**config.mk**
```make
export PLATFORM = sky130hd
export DESIGN_NAME = cbt_core
export DESIGN_NICKNAME = d
export VERILOG_FILES = /design/src/design/cbt_pkg.sv /design/src/design/cbt_core.sv
export SDC_FILE = /design/constraint.sdc
export NUM_CORES = 1
export LEC_CHECK = 0
export BUFFER_PORTS_ARGS = -buffer_cell sky130_fd_sc_hd__buf_4
export CAP_MARGIN = 20
export CORE_AREA = 2 2 163 101
export DETAILED_ROUTE_END_ITERATION = 7
export DIE_AREA = 0 0 165 103
export PLACE_DENSITY = 0.87
export REMOVE_ABC_BUFFERS = 1
export SYNTH_ARGS = -nofsm -noshare
export SYNTH_HDL_FRONTEND = slang
export SYNTH_SLANG_ARGS = --single-unit
```
**constraint.sdc**
```tcl
create_clock -name aclk -period 5.83 [get_ports aclk]
set_input_delay 1.749 -clock aclk [delete_from_list [all_inputs] [get_ports aclk]]
set_output_delay 1.749 -clock aclk [all_outputs]
set_load 0.005 [all_outputs]
```
**src/design/cbt_pkg.sv**
```systemverilog
// Purpose: Shared constants and types for the CAN bit timing core
// Assumes: AXI4-Lite register access, 32-bit data, byte addresses
// Notes:   Registers are 16 bits wide in the low half of each word
package cbt_pkg;
    localparam logic [7:0]  CTRL_OFS   = 8'h00;
    localparam logic [7:0]  STAT_OFS   = 8'h04;
    localparam logic [7:0]  BTIME_OFS  = 8'h0C;
    localparam logic [7:0]  TXD_OFS    = 8'h10;
    localparam logic [7:0]  RXD_OFS    = 8'h14;
    localparam int          HOLD_POS   = 0;
    localparam int          TXREQ_POS  = 1;
    localparam int          BOFF_POS   = 7;
    localparam int          RXF_POS    = 8;
    localparam int          TXF_POS    = 9;
    localparam int          ERRF_POS   = 10;
    localparam logic [15:0] CTRL_RST   = 16'h0001;
    localparam logic [15:0] BTIME_RST  = 16'h2301;
    localparam logic [4:0]  SEG_ADD    = 5'h03;
    localparam logic [2:0]  STUFF_LEN  = 3'h5;
    localparam logic [4:0]  DATA_LAST  = 5'h08;
    localparam logic [4:0]  CRC_LAST   = 5'h17;
    localparam logic [4:0]  FLAG_BITS  = 5'h06;
    localparam logic [4:0]  IDLE_BITS  = 5'h0B;
    localparam logic [14:0] CRC_POLY   = 15'h4599;
    localparam logic [8:0]  ERR_STEP   = 9'h008;
    localparam logic [1:0]  RESP_OKAY  = 2'h0;
    localparam logic [1:0]  RESP_SLVERR = 2'h2;

    typedef struct packed {
        logic       unused;
        logic [2:0] after_sample_field;
        logic [3:0] before_sample_field;
        logic [1:0] resync_jump_limit;
        logic [5:0] quantum_prescaler;
    } cbt_btime_t;

    typedef struct packed {
        logic [4:0] seg1_nom;
        logic [4:0] seg2_nom;
        logic [2:0] jump;
    } cbt_seg_t;

    typedef enum logic [1:0] {BT_SYNC, BT_SEG1, BT_SEG2} cbt_bt_state_t;
    typedef enum logic [1:0] {BS_WAIT, BS_IDLE, BS_FRAME, BS_FLAG} cbt_bs_state_t;
endpackage

```
**src/design/cbt_core.sv**
```systemverilog
// Purpose: CAN bit timing, bit stream framing and register slave
// Assumes: aclk at 125 MHz is the quantum source; pins via a transceiver
// Notes:   Frames carry one data byte and a 15-bit CRC; no message RAM
//
// The AXI4-Lite interface to the registers and the register offsets are this design's own decisions.
`timescale 1ns/1ps
module cbt_core (
    // Clock and reset
    input  wire logic        aclk,
    input  wire logic        aresetn,
    // AXI4-Lite write
    input  wire logic        awvalid,
    output logic             awready,
    input  wire logic [7:0]  awaddr,
    input  wire logic        wvalid,
    output logic             wready,
    input  wire logic [31:0] wdata,
    input  wire logic [3:0]  wstrb,
    output logic             bvalid,
    input  wire logic        bready,
    output logic [1:0]       bresp,
    // AXI4-Lite read
    input  wire logic        arvalid,
    output logic             arready,
    input  wire logic [7:0]  araddr,
    output logic             rvalid,
    input  wire logic        rready,
    output logic [31:0]      rdata,
    output logic [1:0]       rresp,
    // CAN pins
    input  wire logic        bus_receive_pin,
    output logic             bus_transmit_pin
);
    import cbt_pkg::*;

    logic [15:0]   ctrl;
    cbt_btime_t    btime;
    logic [7:0]    tx_data;
    logic [7:0]    rx_data;
    logic          bus_off, rx_flag, tx_flag, err_flag;
    logic          aw_full, w_full;
    logic [7:0]    aw_addr;
    logic [31:0]   w_data;
    logic [3:0]    w_strb;

    // Register slave: address and data are taken in either order
    assign awready = !aw_full && !bvalid;
    assign wready  = !w_full && !bvalid;
    assign arready = !rvalid;
    wire do_write  = aw_full && w_full && !bvalid;
    wire lane0     = w_strb[0];
    wire lane1     = w_strb[1];
    wire wr_ctrl   = do_write && aw_addr == CTRL_OFS;
    wire wr_stat   = do_write && aw_addr == STAT_OFS;
    wire wr_btime  = do_write && aw_addr == BTIME_OFS;
    wire wr_txd    = do_write && aw_addr == TXD_OFS;
    wire wr_hit    = wr_ctrl || wr_stat || wr_btime || wr_txd;
    wire rd_hit    = araddr == CTRL_OFS || araddr == STAT_OFS || araddr == BTIME_OFS ||
                     araddr == TXD_OFS || araddr == RXD_OFS;

    cbt_seg_t seg;
    assign seg.seg1_nom = {1'b0, btime.before_sample_field} + 5'h01;
    assign seg.seg2_nom = {2'b00, btime.after_sample_field} + 5'h01;
    assign seg.jump     = {1'b0, btime.resync_jump_limit} + 3'h1;
    wire [4:0] bit_len  = {1'b0, btime.before_sample_field} +
                          {2'b00, btime.after_sample_field} + SEG_ADD;
    wire [15:0] status  = {5'h00, err_flag, tx_flag, rx_flag, bus_off, 2'b00, bit_len};
    wire [15:0] rd_mux  = araddr == CTRL_OFS  ? ctrl :
                          araddr == STAT_OFS  ? status :
                          araddr == BTIME_OFS ? btime :
                          araddr == TXD_OFS   ? {8'h00, tx_data} :
                          araddr == RXD_OFS   ? {8'h00, rx_data} : 16'h0000;

    always_ff @(posedge aclk) begin
        if (!aresetn) begin
            aw_full <= 1'b0;
            w_full  <= 1'b0;
            bvalid  <= 1'b0;
            bresp   <= RESP_OKAY;
            rvalid  <= 1'b0;
            rresp   <= RESP_OKAY;
            rdata   <= 32'h00000000;
            aw_addr <= 8'h00;
            w_data  <= 32'h00000000;
            w_strb  <= 4'h0;
        end else begin
            if (awvalid && awready) begin
                aw_full <= 1'b1;
                aw_addr <= {awaddr[7:2], 2'b00};
            end
            if (wvalid && wready) begin
                w_full <= 1'b1;
                w_data <= wdata;
                w_strb <= wstrb;
            end
            if (do_write) begin
                aw_full <= 1'b0;
                w_full  <= 1'b0;
                bvalid  <= 1'b1;
                bresp   <= wr_hit ? RESP_OKAY : RESP_SLVERR;
            end else if (bvalid && bready) begin
                bvalid <= 1'b0;
            end
            if (arvalid && arready) begin
                rvalid <= 1'b1;
                rdata  <= {16'h0000, rd_mux};
                rresp  <= rd_hit ? RESP_OKAY : RESP_SLVERR;
            end else if (rvalid && rready) begin
                rvalid <= 1'b0;
            end
        end
    end

    // Pin sampling: a level counts once the second and third stages agree
    logic rx_s1, rx_s2, rx_s3, rx_lvl;
    always_ff @(posedge aclk) begin
        if (!aresetn) begin
            {rx_s1, rx_s2, rx_s3, rx_lvl} <= 4'hF;
        end else begin
            {rx_s1, rx_s2, rx_s3} <= {bus_receive_pin, rx_s1, rx_s2};
            if (rx_s2 == rx_s3) begin
                rx_lvl <= rx_s3;
            end
        end
    end

    // Quantum prescaler
    wire       run = !ctrl[HOLD_POS];
    logic [5:0] pre_cnt;
    wire       tq_tick = run && pre_cnt == btime.quantum_prescaler;
    always_ff @(posedge aclk) begin
        if (!aresetn || !run) begin
            pre_cnt <= 6'h00;
        end else begin
            pre_cnt <= tq_tick ? 6'h00 : pre_cnt + 6'h01;
        end
    end

    // Bit timing machine
    cbt_bt_state_t bt_state, next_bt_state;
    cbt_bs_state_t bs_state;
    logic [4:0] qcnt, seg1_lim, seg2_lim, next_qcnt, next_seg1_lim, next_seg2_lim;
    logic       synced, prev_smp, smp_tick, bit_start;
    wire        hard_sync_en = bs_state == BS_IDLE;
    wire        edge_seen = tq_tick && prev_smp && !rx_lvl && !synced;
    wire [4:0]  pos_err   = qcnt + 5'h01;
    wire [4:0]  neg_err   = seg2_lim - qcnt;
    wire [4:0]  jump5     = {2'b00, seg.jump};
    wire [4:0]  pos_adj   = pos_err < jump5 ? pos_err : jump5;
    wire [4:0]  seg1_eff  = (edge_seen && bt_state == BT_SEG1) ? seg1_lim + pos_adj : seg1_lim;
    wire        early_end = edge_seen && bt_state == BT_SEG2 && neg_err <= jump5;

    always_comb begin
        next_bt_state = bt_state;
        next_qcnt     = qcnt;
        next_seg1_lim = seg1_lim;
        next_seg2_lim = seg2_lim;
        smp_tick      = 1'b0;
        bit_start     = 1'b0;
        if (tq_tick) begin
            if (edge_seen && hard_sync_en) begin
                next_bt_state = BT_SEG1;
                next_qcnt     = 5'h00;
                next_seg1_lim = seg.seg1_nom;
                next_seg2_lim = seg.seg2_nom;
            end else begin
                case (bt_state)
                    BT_SYNC: begin
                        next_bt_state = BT_SEG1;
                        next_qcnt     = 5'h00;
                        next_seg1_lim = seg.seg1_nom;
                        next_seg2_lim = seg.seg2_nom;
                        bit_start     = 1'b1;
                    end
                    BT_SEG1: begin
                        next_seg1_lim = seg1_eff;
                        if (qcnt + 5'h01 == seg1_eff) begin
                            next_bt_state = BT_SEG2;
                            next_qcnt     = 5'h00;
                            smp_tick      = 1'b1;
                        end else begin
                            next_qcnt = qcnt + 5'h01;
                        end
                    end
                    BT_SEG2: begin
                        if (early_end) begin
                            // This quantum becomes the sync slot; limits reload nominal
                            next_bt_state = BT_SEG1;
                            next_qcnt     = 5'h00;
                            next_seg1_lim = seg.seg1_nom;
                            next_seg2_lim = seg.seg2_nom;
                            bit_start     = 1'b1;
                        end else if (qcnt + 5'h01 ==
                                     (edge_seen ? seg2_lim - jump5 : seg2_lim)) begin
                            next_bt_state = BT_SYNC;
                            next_qcnt     = 5'h00;
                        end else begin
                            next_seg2_lim = edge_seen ? seg2_lim - jump5 : seg2_lim;
                            next_qcnt     = qcnt + 5'h01;
                        end
                    end
                    default: next_bt_state = BT_SYNC;
                endcase
            end
        end
    end

    always_ff @(posedge aclk) begin
        if (!aresetn || !run) begin
            bt_state <= BT_SYNC;
            qcnt     <= 5'h00;
            seg1_lim <= 5'h01;
            seg2_lim <= 5'h01;
            synced   <= 1'b0;
            prev_smp <= 1'b1;
        end else begin
            bt_state <= next_bt_state;
            qcnt     <= next_qcnt;
            seg1_lim <= next_seg1_lim;
            seg2_lim <= next_seg2_lim;
            if (smp_tick) begin
                synced   <= 1'b0;
                prev_smp <= rx_lvl;
            end else if (edge_seen) begin
                synced <= 1'b1;
            end
        end
    end

    // Bit stream machine
    logic [4:0]  bcnt;
    logic [2:0]  same_cnt;
    logic        last_bit, transmitting, tx_bit_next;
    logic [7:0]  shreg;
    logic [14:0] crc;
    logic [8:0]  err_cnt;
    wire         bit_in   = rx_lvl;
    wire         stuff_now = same_cnt == STUFF_LEN;
    wire         fb        = bit_in ^ crc[14];
    wire [14:0]  crc_next  = {crc[13:0], 1'b0} ^ (fb ? CRC_POLY : 15'h0000);
    wire [7:0]   sh_next   = {shreg[6:0], bit_in};
    wire [2:0]   same_next = bit_in == last_bit ? same_cnt + 3'h1 : 3'h1;
    wire         in_data   = bcnt <= DATA_LAST;
    wire         lost_arb  = transmitting && bus_transmit_pin && !bit_in && in_data;
    wire         stuff_err = stuff_now && bit_in == last_bit;
    wire         bit_err   = transmitting && bus_transmit_pin != bit_in && !lost_arb;
    wire         crc_err   = !stuff_now && bcnt == CRC_LAST && crc_next != 15'h0000;
    wire         frame_err = stuff_err || bit_err || crc_err;
    wire [8:0]   err_sum   = err_cnt + ERR_STEP;
    wire         go_off    = transmitting && err_sum[8];
    wire         tx_bit_data = stuff_now || same_next == STUFF_LEN ? !bit_in :
                               bcnt < DATA_LAST ? sh_next[7] : crc_next[14];
    // After a stuff bit the deferred data or CRC bit goes out, not another inverse
    wire         tx_bit_resume = bcnt <= DATA_LAST ? shreg[7] : crc[14];

    always_ff @(posedge aclk) begin
        if (!aresetn || !run) begin
            bs_state     <= BS_WAIT;
            bcnt         <= 5'h00;
            same_cnt     <= 3'h0;
            last_bit     <= 1'b1;
            transmitting <= 1'b0;
            tx_bit_next  <= 1'b1;
            crc          <= 15'h0000;
            shreg        <= 8'h00;
            err_cnt      <= 9'h000;
        end else if (smp_tick) begin
            case (bs_state)
                BS_WAIT: begin
                    bcnt     <= bit_in ? bcnt + 5'h01 : 5'h00;
                    bs_state <= (bit_in && bcnt + 5'h01 >= IDLE_BITS) ? BS_IDLE : BS_WAIT;
                end
                BS_IDLE: begin
                    tx_bit_next <= !ctrl[TXREQ_POS];
                    if (!bit_in) begin
                        bs_state     <= BS_FRAME;
                        bcnt         <= 5'h01;
                        same_cnt     <= 3'h1;
                        last_bit     <= 1'b0;
                        crc          <= 15'h0000;
                        transmitting <= !bus_transmit_pin;
                        shreg        <= tx_data;
                        tx_bit_next  <= bus_transmit_pin | tx_data[7];
                    end
                end
                BS_FRAME: begin
                    if (frame_err) begin
                        bs_state    <= BS_FLAG;
                        bcnt        <= 5'h00;
                        tx_bit_next <= 1'b0;
                        err_cnt     <= transmitting ? err_sum : err_cnt;
                    end else if (stuff_now) begin
                        same_cnt    <= 3'h1;
                        last_bit    <= bit_in;
                        tx_bit_next <= transmitting ? tx_bit_resume : 1'b1;
                    end else begin
                        same_cnt    <= same_next;
                        last_bit    <= bit_in;
                        crc         <= crc_next;
                        shreg       <= in_data ? sh_next : shreg;
                        bcnt        <= bcnt + 5'h01;
                        transmitting <= transmitting && !lost_arb;
                        tx_bit_next <= (transmitting && !lost_arb) ? tx_bit_data : 1'b1;
                        if (bcnt == CRC_LAST) begin
                            bs_state    <= BS_WAIT;
                            bcnt        <= 5'h00;
                            tx_bit_next <= 1'b1;
                            err_cnt     <= (transmitting && err_cnt != 9'h000) ?
                                           err_cnt - 9'h001 : err_cnt;
                        end
                    end
                end
                BS_FLAG: begin
                    tx_bit_next <= bcnt + 5'h01 >= FLAG_BITS;
                    bs_state    <= bcnt + 5'h01 >= FLAG_BITS ? BS_WAIT : BS_FLAG;
                    bcnt        <= bcnt + 5'h01 >= FLAG_BITS ? 5'h00 : bcnt + 5'h01;
                end
                default: bs_state <= BS_WAIT;
            endcase
        end
    end

    wire frame_done = smp_tick && bs_state == BS_FRAME && !frame_err && !stuff_now &&
                      bcnt == CRC_LAST;
    wire err_evt    = smp_tick && bs_state == BS_FRAME && frame_err;
    wire take_tx    = smp_tick && bs_state == BS_IDLE && !bit_in && !bus_transmit_pin;

    // Control, timing and status registers; hardware sets win over clears
    always_ff @(posedge aclk) begin
        if (!aresetn) begin
            ctrl     <= CTRL_RST;
            btime    <= BTIME_RST;
            bus_off  <= 1'b0;
            rx_flag  <= 1'b0;
            tx_flag  <= 1'b0;
            err_flag <= 1'b0;
        end else begin
            if (wr_ctrl && lane0) begin
                ctrl <= {14'h0000, w_data[TXREQ_POS], w_data[HOLD_POS]};
                bus_off <= bus_off && w_data[HOLD_POS];
            end
            if (take_tx) begin
                ctrl[TXREQ_POS] <= 1'b0;
            end
            if (err_evt && go_off) begin
                ctrl[HOLD_POS] <= 1'b1;
                bus_off        <= 1'b1;
            end
            // Timing fields change only while the core is held
            if (wr_btime && ctrl[HOLD_POS]) begin
                if (lane0) btime[7:0]  <= w_data[7:0];
                if (lane1) btime[15:8] <= {1'b0, w_data[14:8]};
            end
            rx_flag  <= (frame_done && !transmitting) ||
                        (rx_flag && !(wr_stat && lane1 && w_data[RXF_POS]));
            tx_flag  <= (frame_done && transmitting) ||
                        (tx_flag && !(wr_stat && lane1 && w_data[TXF_POS]));
            err_flag <= err_evt || (err_flag && !(wr_stat && lane1 && w_data[ERRF_POS]));
        end
    end

    // Message bytes have no reset so a reset keeps their contents
    always_ff @(posedge aclk) begin
        if (wr_txd && lane0) begin
            tx_data <= w_data[7:0];
        end
        if (frame_done && !transmitting) begin
            rx_data <= shreg;
        end
    end

    // Transmit pin changes only at a bit start or hard sync; hold forces it recessive
    always_ff @(posedge aclk) begin
        if (!aresetn || !run) begin
            bus_transmit_pin <= 1'b1;
        end else if (bit_start || (tq_tick && edge_seen && hard_sync_en)) begin
            bus_transmit_pin <= tx_bit_next;
        end
    end

    a_hold_recessive: assert property (@(posedge aclk) disable iff (!aresetn)
        ctrl[HOLD_POS] |=> bus_transmit_pin) else $error("pin driven while held");
    a_reset_ctrl: assert property (@(posedge aclk)
        !aresetn |=> ctrl == CTRL_RST && !bus_off) else $error("bad reset state");
    a_quantum_gap: assert property (@(posedge aclk) disable iff (!aresetn)
        tq_tick && btime.quantum_prescaler != 6'h00 |=> !tq_tick) else $error("quantum short");
    a_sample_space: assert property (@(posedge aclk) disable iff (!aresetn)
        smp_tick |=> !smp_tick ##1 !smp_tick) else $error("sample points too close");
    a_stream_gate: assert property (@(posedge aclk) disable iff (!aresetn)
        run && $past(run) && bs_state != $past(bs_state) |-> $past(smp_tick))
        else $error("stream moved off sample point");
    a_pin_timing: assert property (@(posedge aclk) disable iff (!aresetn)
        run && $past(run) && $changed(bus_transmit_pin) |-> $past(tq_tick))
        else $error("pin moved off quantum");
    a_seg1_cap: assert property (@(posedge aclk) disable iff (!aresetn)
        bt_state == BT_SEG1 && run |-> seg1_lim <= seg.seg1_nom + jump5)
        else $error("buffer one over cap");
    a_seg2_cap: assert property (@(posedge aclk) disable iff (!aresetn)
        bt_state == BT_SEG2 && run |-> seg2_lim <= seg.seg2_nom && qcnt < seg2_lim)
        else $error("buffer two out of range");
    a_one_sync: assert property (@(posedge aclk) disable iff (!aresetn)
        edge_seen && !smp_tick |=> !edge_seen until_with smp_tick)
        else $error("second sync in one bit");
endmodule

```
==> metrics.txt <==
Rows=36; WL met1=around 11000 um; met2 wire len=slightly below 10000 um; Net Sw Frac=~25%; clock share of power=48.2%; most common cell after layout, fill and taps aside=dfxtp_1; number of flops mapped to enable cells by yosys=16; commonest cells after routing, fill and taps aside=dfxtp_1 (140), nand2_1 (109), nor2_1 (77), buf_4 (67), a21oi_1 (49); mux cell area share after synthesis=under 10%; critical-path maximum fanout=16; Combinational Power Share=between 4 and 5%; placed wire-length estimate=16300 um; synth top area cells=dfxtp_1 (31%), ha_1 (5.6%), edfxtp_1 (5.4%); post-CTS sizing=0; top-area cell type share of the netlist area=approximately 31%; Least-Margin Pin Slew=0.955 ns; TritonCTS clock tree=yes; layout cell share with drive strength beyond 1=approximately an eighth; Synth Area in XOR/XNOR=5.86%; Synth Area per Inst=between 8 and 9 um2; Cell variety after synth=86; max_slew headroom=a little over a third; final worst path period need=roughly 5 ns; Synth Area in Compound Gates=a little under a fifth; largest net degree at the start of global routing=72; cts hold-fix bufs=0; Hold Crit Start=rx_s1$_SDFF_PN1_; # fillers=around 1200; Post-Syn Instances=1008; ys async rst share=0%; post-CTS setup buffer count=0; CTS Buffer Depth=2; Starting DRT DRC Count=955; FF-to-FF setup slack=between 0.7 and 0.8 ns; Initial Util=between 50% and 60%; DR vias/cell=around 6; largest family of logic cells by synthesized area=simple AND/OR/NAND/NOR gates; Mapped Area=about 0.009 mm2; RSZ-0062 raised after global routing=false; Yosys reg bits=156; average wire per standard cell=around 18 um; P&R area growth vs syn=12.4%; status=complete, no violations; Post-Synth Adder-Cell Area=6.49%; die area=between 0.015 and 0.02 mm2; VDD IR max=about 0.16 mV; CTS Sinks=roughly 160; GR Overflow Total=0; first-pass GRT wire length=around 38000 um; Post-DRT Antenna Nets=0; internal power=approximately 1.8 mW; max_cap viols=0; residual DRC count=0; number of buffers inserted during clock tree synthesis=17; worst hold endpoint=rx_s2$_SDFF_PN1_; beginning of the critical path=btime[6]$_SDFFE_PN0P_; Power Density=235 mW/mm2; Static Leak=~4.1 nW; endpoints failing setup=0; R2R cell count=17; Final Cell Area=just over 0.01 mm2; hold depth=1; Clock Latency Late Sink=around 0.43 ns; Highest Clock Rate=about 200 MHz; synth warn=0; GRT Resource Usage Total=approximately 28%; Die Ht=103 um; Psw=slightly below 0.6 mW; final worst-path cycle share=between 80 and 90%; ys flop type=dfxtp_1; Fin. Hold Viols=0; register area share after synthesis=36.7%; post-synth top area cell=dfxtp_1; Critical Path AT=about 5.4 ns; die width=165 um; diode count=0; WL final=approximately 23000 um; htree depth=4; reg2reg start=btime[6]$_SDFFE_PN0P_; required time of the critical path=6.15 ns; final core utilization=64.0%; Reg-to-Reg End=shreg[0]$_SDFFE_PP0P_; vias in the first global route=between 7000 and 8000; HP Class=flip-flop to flip-flop; initial antenna violation count=0; GPL Wtd Cong=a little over 0.9; CP Capture Type=flip-flop; CTS root buf=clkbuf_16; sequential share of power=47.2%; core area=approximately 0.016 mm2; Final TNS setup=0 ns; via count=7821; Setup CP Type=flip-flop to flip-flop; Clock transition at path regs=around 0.070 ns; IO Count=102; startpoint types=flip-flop; Port Buf Inserts=61; simple-gate portion of the synthesized area=about a fifth; Final Net Count=about 1200; routed length on met3=a little over 2000 um; final clock skew=~0.012 ns; top routing layer in use=met4; Pins Over Slew Limit=0; dpl cell area=0.00944 mm2; TritonRoute pass-1 iters=5
-- area by class of cell --
| cell class | count | area (um2) | area share (%) |
|---|---|---|---|
| clock buffers | 17 | 425 | 4.23 |
| clock inverters | 15 | 176 | 1.75 |
| inverters | 47 | 176 | 1.75 |
| multi-input cells | 760 | 5230 | 51.9 |
| flip-flops and latches | 156 | 3280 | 32.6 |
| well taps | 209 | 262 | 2.60 |
| repair buffers | 68 | 514 | 5.11 |
-- worst max path at each step --
| stage | endpoint | cells after the start | slack (ns) |
|---|---|---|---|
| detailed placement | shreg[0]$_SDFFE_PP0P_ | 16 | 0.94 |
| CTS | shreg[0]$_SDFFE_PP0P_ | 16 | 0.89 |
| finish | shreg[0]$_SDFFE_PP0P_ | 17 | 0.78 |
| floorplan | bcnt[2]$_SDFFE_PP0P_ | 16 | 1.53 |
| global route | shreg[0]$_SDFFE_PP0P_ | 16 | 0.48 |
| global placement | rx_data[4]$_DFFE_PP_ | 14 | 1.11 |
-- Yosys cell counts (all sizes together) (16+ instances only) --
master and n:
clkbuf 33, nor2b 30, nand2 110, o21ai 40, mux2i 41, a211oi 16
xnor2 26, edfxtp 16, buf 31, nand3 35, nor3 20, a21oi 51
ha 40, nor2 78, dfxtp 140, xor2 27, inv 47, a21boi 28
-- layer usage --
layer | global-route usage, % | up-vias
met5 | 0 | -
met4 | 9.30 | 0
met3 | 4.47 | 41
met2 | 42.4 | 365
met1 | 41.5 | 3783
li1 | - | 3632
-- flip-flops by register name (all words and copies together), names as in the netlist, 2 cells and up --
| name | count |
|---|---|
| crc | 15 |
| w_strb | 2 |
| qcnt | 5 |
| w_data | 15 |
| seg2_lim | 5 |
| pre_cnt | 6 |
| rdata | 15 |
| aw_addr | 6 |
| shreg | 8 |
| tx_data | 8 |
| bs_state | 2 |
| bcnt | 5 |
| ctrl | 2 |
| err_cnt | 9 |
| same_cnt | 3 |
| rx_data | 8 |
| btime | 15 |
| bt_state | 2 |
| seg1_lim | 5 |
-- cell families (layout without fill, tap and decap cells) --
kind of cell             Yosys count  in the layout
AO/OA/AOI/OAI                    238            238
XOR/XNOR                          55             55
adder cells (fa/ha/maj)           44             44
buffers and inverters            111            147
flip-flops                       156            156
multiplexers                      48             48
other                              1             20
AND/OR/NAND/NOR                  355            355
-- worst max-delay path: stages (launching register included) --
cell	delay (ns)
dfxtp_1	0.55
ha_1	0.36
inv_1	0.14
ha_1	0.24
a21boi_0	0.12
o21ai_0	0.16
nand3_1	0.18
a21oi_1	0.22
ha_1	0.20
inv_1	0.06
fa_1	0.39
xnor2_1	0.30
xor2_1	0.12
mux2i_1	0.47
o2111ai_4	0.35
a21oi_2	0.64
nor2_1	0.12
a211oi_1	0.30
-- power groups by stage --
stage                     clock network [mW]  logic, mW  registers (mW)
after floorplan                            0     0.0510            1.14
final                                   1.14      0.108            1.12
after detailed placement                   0      0.106            1.14
after global routing                    1.19      0.120            1.12
after CTS                               1.13      0.107            1.11
after global placement                     0      0.103            1.14
-- through the flow --
stage,hold WS [ns],setup slack (ns),instances,total power [mW]
5_1_grt,0.450,0.482,1272,2.42
6_report,0.407,0.781,1272,2.36
2_1_floorplan,0.386,1.53,963,1.19
3_3_place_gp,0.391,1.11,1238,1.24
4_1_cts,0.412,0.887,1270,2.35
3_5_place_dp,0.397,0.937,1238,1.24
(Power assumes the default switching activity.)
